File: src/hw/cpumap_pkg.sv
package cpumap_pkg;

    localparam int unsigned ADDR_W = 16;
    localparam int unsigned DATA_W = 16;

    // memory map windows
    localparam logic [15:0] MAP_RSV_LO    = 16'h0000;
    localparam logic [15:0] MAP_RSV_HI    = 16'h04A2;
    localparam logic [15:0] MAP_IRAM_HI   = 16'h3FFF;
    localparam logic [15:0] MAP_XRAM_LO   = 16'h4000;
    localparam logic [15:0] MAP_XRAM_HI   = 16'hBFFF;
    localparam logic [15:0] MAP_CREG_LO   = 16'hC000;
    localparam logic [15:0] MAP_CREG_HI   = 16'hC0FF;
    localparam logic [15:0] MAP_XROM_LO   = 16'hC100;
    localparam logic [15:0] MAP_XROM_HI   = 16'hDFFF;
    localparam logic [15:0] MAP_BROM_LO   = 16'hE000;

    // control register byte offsets
    localparam logic [15:0] OFS_FLAGS     = 16'hC000;
    localparam logic [15:0] OFS_BANK      = 16'hC002;
    localparam logic [15:0] OFS_REV       = 16'hC004;
    localparam logic [15:0] OFS_CLKDIV    = 16'hC008;
    localparam logic [15:0] OFS_PWR       = 16'hC00A;
    localparam logic [15:0] OFS_IRQEN     = 16'hC00E;
    localparam logic [15:0] OFS_BRKPT     = 16'hC014;
    localparam logic [15:0] OFS_USBDIAG   = 16'hC03C;
    localparam logic [15:0] OFS_MEMDIAG   = 16'hC03E;
    localparam logic [15:0] OFS_XPAGE     = 16'hC040;

    // field layouts and reset values
    localparam int unsigned FLG_GIE       = 4;
    localparam int unsigned FLG_NEG       = 3;
    localparam int unsigned FLG_OVF       = 2;
    localparam int unsigned FLG_CRY       = 1;
    localparam int unsigned FLG_ZER       = 0;
    localparam logic [15:0] BANK_MASK     = 16'hFFF0;
    localparam logic [15:0] BANK_RESET    = 16'h0100;
    localparam logic [15:0] CLKDIV_MASK   = 16'h000F;
    localparam logic [15:0] CLKDIV_RESET  = 16'h000F;
    localparam logic [15:0] PWR_MASK      = 16'hFB93;
    localparam int unsigned PWR_BOOST_BIT = 2;
    localparam logic [15:0] ZERO_RESET    = 16'h0000;
    localparam int unsigned XPAGE_W       = 3;
    localparam int unsigned XADDR_W       = 19;

    typedef struct packed {
        logic        gie;
        logic        neg;
        logic        ovf;
        logic        cry;
        logic        zer;
    } cpumap_flags_t;

    typedef struct packed {
        logic        ram;
        logic        rom;
        logic        creg;
        logic        brom;
        logic        iram;
        logic        rsv;
    } cpumap_region_t;

endpackage

File: src/hw/cpumap_regs.sv
// Local design decision: the Wishbone slave port.
`timescale 1ns/1ps
module cpumap_regs
    import cpumap_pkg::*;
#(
    parameter logic [15:0] SILICON_REV = 16'h0A5A  // arbitrary value
) (
    input  wire logic                  sys_clk,
    input  wire logic                  reset,
    // classic wishbone slave
    input  wire logic                  wb_cyc_i,
    input  wire logic                  wb_stb_i,
    input  wire logic                  wb_we_i,
    input  wire logic [31:0]           wb_adr_i,
    input  wire logic [3:0]            wb_sel_i,
    input  wire logic [31:0]           wb_dat_i,
    output logic      [31:0]           wb_dat_o,
    output logic                       wb_ack_o,
    output logic                       wb_err_o,
    // cpu side
    input  wire cpumap_pkg::cpumap_flags_t cpu_flags,
    input  wire logic                  usb_host_mode,
    input  wire logic [cpumap_pkg::ADDR_W-1:0] cpu_addr,
    input  wire logic                  cpu_req,
    input  wire logic [3:0]            gpr_num,
    output logic [cpumap_pkg::ADDR_W-1:0] gpr_addr,
    output cpumap_pkg::cpumap_region_t region,
    output logic                       ext_ram_select_n,
    output logic                       ext_rom_select_n,
    output logic [cpumap_pkg::XADDR_W-1:0] ext_addr,
    output logic [3:0]                 clk_divisor,
    output logic                       sleep_request,
    output logic                       halt_request,
    output logic [15:0]                irq_enable,
    output logic [15:0]                breakpoint,
    output logic [15:0]                usb_diag,
    output logic [15:0]                mem_diag,
    input  wire logic                  boost_not_ok
);
    import cpumap_pkg::*;

    ////////////////////////////////////////////////////////////////////////
    // registers
    logic [15:0]        bank_reg;
    logic [15:0]        clkdiv_reg;
    logic [15:0]        pwr_reg;
    logic [15:0]        irqen_reg;
    logic [15:0]        brkpt_reg;
    logic [15:0]        usbdiag_reg;
    logic [15:0]        memdiag_reg;
    logic [15:0]        usbdiag_host_reg;
    logic [XPAGE_W-1:0] xpage_reg;
    logic               ack_reg;
    logic               err_reg;
    logic [31:0]        rdat_reg;
    logic [ADDR_W-1:0]  gpr_addr_reg;
    cpumap_region_t     region_next;
    cpumap_region_t     region_reg;
    logic [XADDR_W-1:0] ext_addr_reg;

    ////////////////////////////////////////////////////////////////////////
    // wishbone decode
    logic        req;
    logic [15:0] badr;
    logic [15:0] wdat;
    logic        hit;
    logic        wr;
    logic        lanes_ok;
    logic [15:0] rd_next;

    assign req      = wb_cyc_i && wb_stb_i && !ack_reg && !err_reg;
    assign badr     = wb_adr_i[15:0];
    assign wdat     = wb_dat_i[15:0];
    assign lanes_ok = (wb_sel_i[1:0] == 2'h3);
    assign wr       = req && hit && wb_we_i && lanes_ok;

    always_comb begin
        hit     = 1'b1;
        rd_next = 16'h0000;
        unique case (badr)
            OFS_FLAGS: begin
                rd_next = {11'h000, cpu_flags.gie, cpu_flags.neg,
                           cpu_flags.ovf, cpu_flags.cry, cpu_flags.zer};
            end
            OFS_BANK:    rd_next = bank_reg;
            OFS_REV:     rd_next = SILICON_REV;
            OFS_CLKDIV:  rd_next = clkdiv_reg;
            OFS_PWR: begin
                rd_next = pwr_reg;
                rd_next[PWR_BOOST_BIT] = boost_not_ok;
            end
            OFS_IRQEN:   rd_next = irqen_reg;
            OFS_BRKPT:   rd_next = brkpt_reg;
            OFS_USBDIAG: rd_next = 16'h0000;
            OFS_MEMDIAG: rd_next = 16'h0000;
            OFS_XPAGE:   rd_next = {13'h0000, xpage_reg};
            default:     hit = 1'b0;
        endcase
        if (wb_adr_i[31:16] != 16'h0000 || badr[0]) begin
            hit = 1'b0;
        end
    end

    always_ff @(posedge sys_clk) begin
        if (reset) begin
            ack_reg  <= 1'b0;
            err_reg  <= 1'b0;
            rdat_reg <= 32'h0000_0000;
        end else begin
            ack_reg  <= req && hit;
            err_reg  <= req && !hit;
            rdat_reg <= (req && hit && !wb_we_i) ? {16'h0000, rd_next} : 32'h0000_0000;
        end
    end

    assign wb_ack_o = ack_reg;
    assign wb_err_o = err_reg;
    assign wb_dat_o = rdat_reg;

    ////////////////////////////////////////////////////////////////////////
    // writable registers
    always_ff @(posedge sys_clk) begin
        if (reset) begin
            bank_reg         <= BANK_RESET;
            clkdiv_reg       <= CLKDIV_RESET;
            pwr_reg          <= ZERO_RESET;
            irqen_reg        <= ZERO_RESET;
            brkpt_reg        <= ZERO_RESET;
            usbdiag_reg      <= ZERO_RESET;
            usbdiag_host_reg <= ZERO_RESET;
            memdiag_reg      <= ZERO_RESET;
            xpage_reg        <= '0;
        end else if (wr) begin
            unique case (badr)
                OFS_BANK:    bank_reg   <= wdat & BANK_MASK;
                OFS_CLKDIV:  clkdiv_reg <= wdat & CLKDIV_MASK;
                OFS_PWR:     pwr_reg    <= wdat & PWR_MASK;
                OFS_IRQEN:   irqen_reg  <= wdat;
                OFS_BRKPT:   brkpt_reg  <= wdat;
                OFS_USBDIAG: begin
                    if (usb_host_mode) begin
                        usbdiag_host_reg <= wdat;
                    end else begin
                        usbdiag_reg <= wdat;
                    end
                end
                OFS_MEMDIAG: memdiag_reg <= wdat;
                OFS_XPAGE:   xpage_reg   <= wdat[XPAGE_W-1:0];
                default: begin
                end
            endcase
        end
    end

    assign clk_divisor   = clkdiv_reg[3:0];
    assign sleep_request = pwr_reg[1];
    assign halt_request  = pwr_reg[0];
    assign irq_enable    = irqen_reg;
    assign breakpoint    = brkpt_reg;
    assign usb_diag      = usb_host_mode ? usbdiag_host_reg : usbdiag_reg;
    assign mem_diag      = memdiag_reg;

    ////////////////////////////////////////////////////////////////////////
    // general register address
    always_ff @(posedge sys_clk) begin
        if (reset) begin
            gpr_addr_reg <= BANK_RESET;
        end else begin
            gpr_addr_reg <= (bank_reg | {11'h000, gpr_num, 1'b0}) & 16'hFFFE;
        end
    end

    assign gpr_addr = gpr_addr_reg;

    ////////////////////////////////////////////////////////////////////////
    // memory map decode, one cycle after cpu_addr
    always_comb begin
        region_next      = '0;
        region_next.rsv  = (cpu_addr <= MAP_RSV_HI);
        region_next.iram = (cpu_addr <= MAP_IRAM_HI);
        region_next.ram  = (cpu_addr >= MAP_XRAM_LO) && (cpu_addr <= MAP_XRAM_HI);
        region_next.creg = (cpu_addr >= MAP_CREG_LO) && (cpu_addr <= MAP_CREG_HI);
        region_next.rom  = (cpu_addr >= MAP_XROM_LO) && (cpu_addr <= MAP_XROM_HI);
        region_next.brom = (cpu_addr >= MAP_BROM_LO);
    end

    always_ff @(posedge sys_clk) begin
        if (reset) begin
            region_reg   <= '0;
            ext_addr_reg <= '0;
        end else begin
            region_reg   <= cpu_req ? region_next : '0;
            ext_addr_reg <= {xpage_reg, cpu_addr};
        end
    end

    assign region           = region_reg;
    assign ext_ram_select_n = !region_reg.ram;
    assign ext_rom_select_n = !region_reg.rom;
    assign ext_addr         = ext_addr_reg;
endmodule

File: config.mk
export PLATFORM = sky130hd
export DESIGN_NAME = cpumap_regs
export DESIGN_NICKNAME = d
export VERILOG_FILES = /design/src/hw/cpumap_pkg.sv /design/src/hw/cpumap_regs.sv
export SDC_FILE = /design/constraint.sdc
export NUM_CORES = 1
export LEC_CHECK = 0
export ABC_AREA = 0
export BUFFER_PORTS_ARGS = -buffer_cell sky130_fd_sc_hd__buf_2
export CAP_MARGIN = 40
export CORE_MARGIN = 5
export CORE_UTILIZATION = 35
export DETAILED_ROUTE_END_ITERATION = 6
export PLACE_DENSITY = 0.7
export SLEW_MARGIN = 30
export SYNTH_ARGS = -nofsm -noshare
export SYNTH_HDL_FRONTEND = slang
export SYNTH_SLANG_ARGS = --single-unit
File: constraint.sdc
create_clock -name sys_clk -period 4.25 [get_ports sys_clk]
set_clock_uncertainty 0.15 [all_clocks]
set_input_delay 0.85 -clock sys_clk [delete_from_list [all_inputs] [get_ports sys_clk]]
set_output_delay 0.85 -clock sys_clk [all_outputs]
set_load 0.005 [all_outputs]
==> results.ini <==
[yosys]
ys_seq_area_share_pct=49.4
synth.cell_area_um2=6810
synth_edf_count=0
syn_area_per_cell_um2=10.3
yosysWarnings=0
yosys_most_used_dff=dfxtp_1
syn_inst=660
ys_ff_latch=168
synth.distinct_cells=51
async_flop_share_pct=0

[critical_path]
crit_slowest_cell=or3_1
crit_path_cell_trace=buf_2 -> nor4bb_1 -> nand2_1 -> or3_1 -> nor2_4 -> mux2_1
crit_path_max_fanout=12
rr_startpoint=wb_ack_o
reg2reg_slack_ns=1.45
rr_endpoint=bank_reg[9]
worst_setup_path_end_kind=register
r2r_cells=5
critPathMaxStageDelay_ns=0.55
criticalPathCategory=in -> reg
required_ns=4.40
worst_setup_path_start_kind=primary input
arrival_ns=3.14
path_buf_inv=1
cpLargestDelayFamily=simple AND/OR/NAND/NOR gates

[route]
vias=5438
first_pass_iters=5
drt-total-wl_mm=19.0
detail_route.wl_per_cell_um=16.7
drtAntennaViolNets=0
drt-initial-drc-count=252
vias_per_cell=4.77
drc=0

[floorplanning]
design.core.area_um2=19300
initial_utilization_pct=35.2
rows=51
pin_count=248
die_x_um=149
die-height_um=149
dieArea_um2=22300

[pwr]
p_sw_share_pct=23.1
seqPwrFrac_pct=47.1
p_clk_share_pct=48.1
powerDensity_nw_per_um2=390
leakage_nw=4.10
finalPower_w=0.00337
p_switching_w=0.000777
comb_power_share_pct=4.8
internal_power_w=0.00259
ir_drop_v=0.000253

[final_layout]
largest_reg_flops=19
fin_nets=963
antennaDiodeCount=0
final_common_cell=buf_2
area_growth_pct=26.9
drive_above_1_share_pct=34.6
layout_common_cells=buf_2, dfxtp_1, nor2_1, mux2i_1, nor2b_1
stdcell_area_um2=8640

[timing]
drv_slew=0
rsz0062_at_grt=no
hold_viol_final=0
slew_headroom_pct=49.3
post-route-period-util_pct=70.3
setup_ws_ns=1.26
fin_tns_setup_ns=0
final-setup-viol-count=0
worst_slew_pin_slew_ns=0.761
max_freq_mhz=335
finalCriticalPeriod_ns=2.99

[clock_network]
clk_pin_slew_worst_paths_ns=0.06
cts_tree=built
htreeDepth=4
numCtsBuffers=17
ctsHoldBuffers=0
postCtsSetupBuffers=0
clock_latency_ns=0.42
cts_resized=0
cts_root_buf=clkbuf_16
cts_sinks=168
clk_path_buf_depth=2

[global_route]
antenna_found_initial=0
grt_pass1_wl_mm=29.7
track_usage_pct=17.0
grt_max_degree=64
overflow=0
first_global_vias=5434

[min_path]
min_from=bank_reg[8]
holdPathStages=2
min_to=gpr_addr[8]
hp-class=reg -> reg

[placement]
gp_congestion=0.863
place_area_um2=8020
dpl_worst_slack_ns=0.876
dp_hpwl_mm=14.1
port_buffers=212

[run]
maxCapViolCount=0

[run_status]
status=finished clean

[layer usage]
metal  global-route usage [%]  up-vias  wire length (um)
li1                         -     2670                 -
met1                     21.9     2561              8370
met2                     27.2      185              8890
met3                     5.15       22              1300
met4                     6.13        0               436
met5                        0        -                 0
[how the worst max path moves through the flow]
stage / endpoint / start / depth (start not counted) / slack, ns
2_1_floorplan: usb_diag[10] / usb_host_mode / 3 / 1.39
3_3_place_gp: bank_reg[12] / wb_stb_i / 6 / 0.90
3_5_place_dp: bank_reg[10] / wb_stb_i / 6 / 0.88
4_1_cts: bank_reg[9] / wb_stb_i / 6 / 1.32
5_1_grt: wb_dat_o[0] / wb_adr_i[9] / 6 / 1.10
6_report: bank_reg[9] / wb_stb_i / 6 / 1.26
[cell families (layout without fill, tap and decap cells)]
group                  Yosys count  in the layout  share of synthesized area [%]
AND/OR/NAND/NOR                240            240                           19.8
flip-flops                     168            168                           49.4
multiplexers                   129            129                           19.6
buffers and inverters           61            260                           5.03
AO/OA/AOI/OAI                   60             60                           5.99
other                            1             17                         0.0551
XOR/XNOR                         1              1                          0.129
[tightest hold or removal path, cell delays in order (launching register included)]
cell	delay [ns]
dfxtp_1	0.34
nor2_1	0.06
inv_1	0.04
[power by group through the flow]
stage	registers, W	logic (W)	clock network, W
floorplan	0.00163	0.0000803	0
global placement	0.00162	0.000159	0
detailed placement	0.00162	0.000161	0
CTS	0.00159	0.000161	0.00166
global route	0.00159	0.000177	0.00173
finish	0.00159	0.000161	0.00162
[synth_stat cells (7+ instances only)]
cell type  count  area [um2]
nand2_1        9        33.8
nor2b_1       46         288
nor3_1         9        45.0
nor2_1       113         424
mux2_1        13         146
nand3_1       11        55.1
mux2_2        23         259
a22oi_1       17         128
buf_2         10        50.1
a21oi_2        7        61.3
mux2i_1       93         931
buf_4         19         143
a21oi_1       20         100
clkbuf_1      21        78.8
dfxtp_1      168        3360
[area by class of cell]
class,count,area (um2)
clock buffers,18,429
clock inverters,14,190
fillers,1911,10700
inverters,6,22.5
multi-input cells,447,3160
flip-flops and latches,168,3360
well taps,265,332
repair buffers,222,1140
[stage by stage]
step	utilization, %	hold WS, ns	cells
after floorplan	-	0.268	676
after global placement	41.5	0.294	1108
after detailed placement	41.5	0.297	1108
after CTS	44.7	0.324	1140
after global routing	44.7	0.340	1140
final	44.7	0.320	1140
Power figures use the tool's default switching activity.
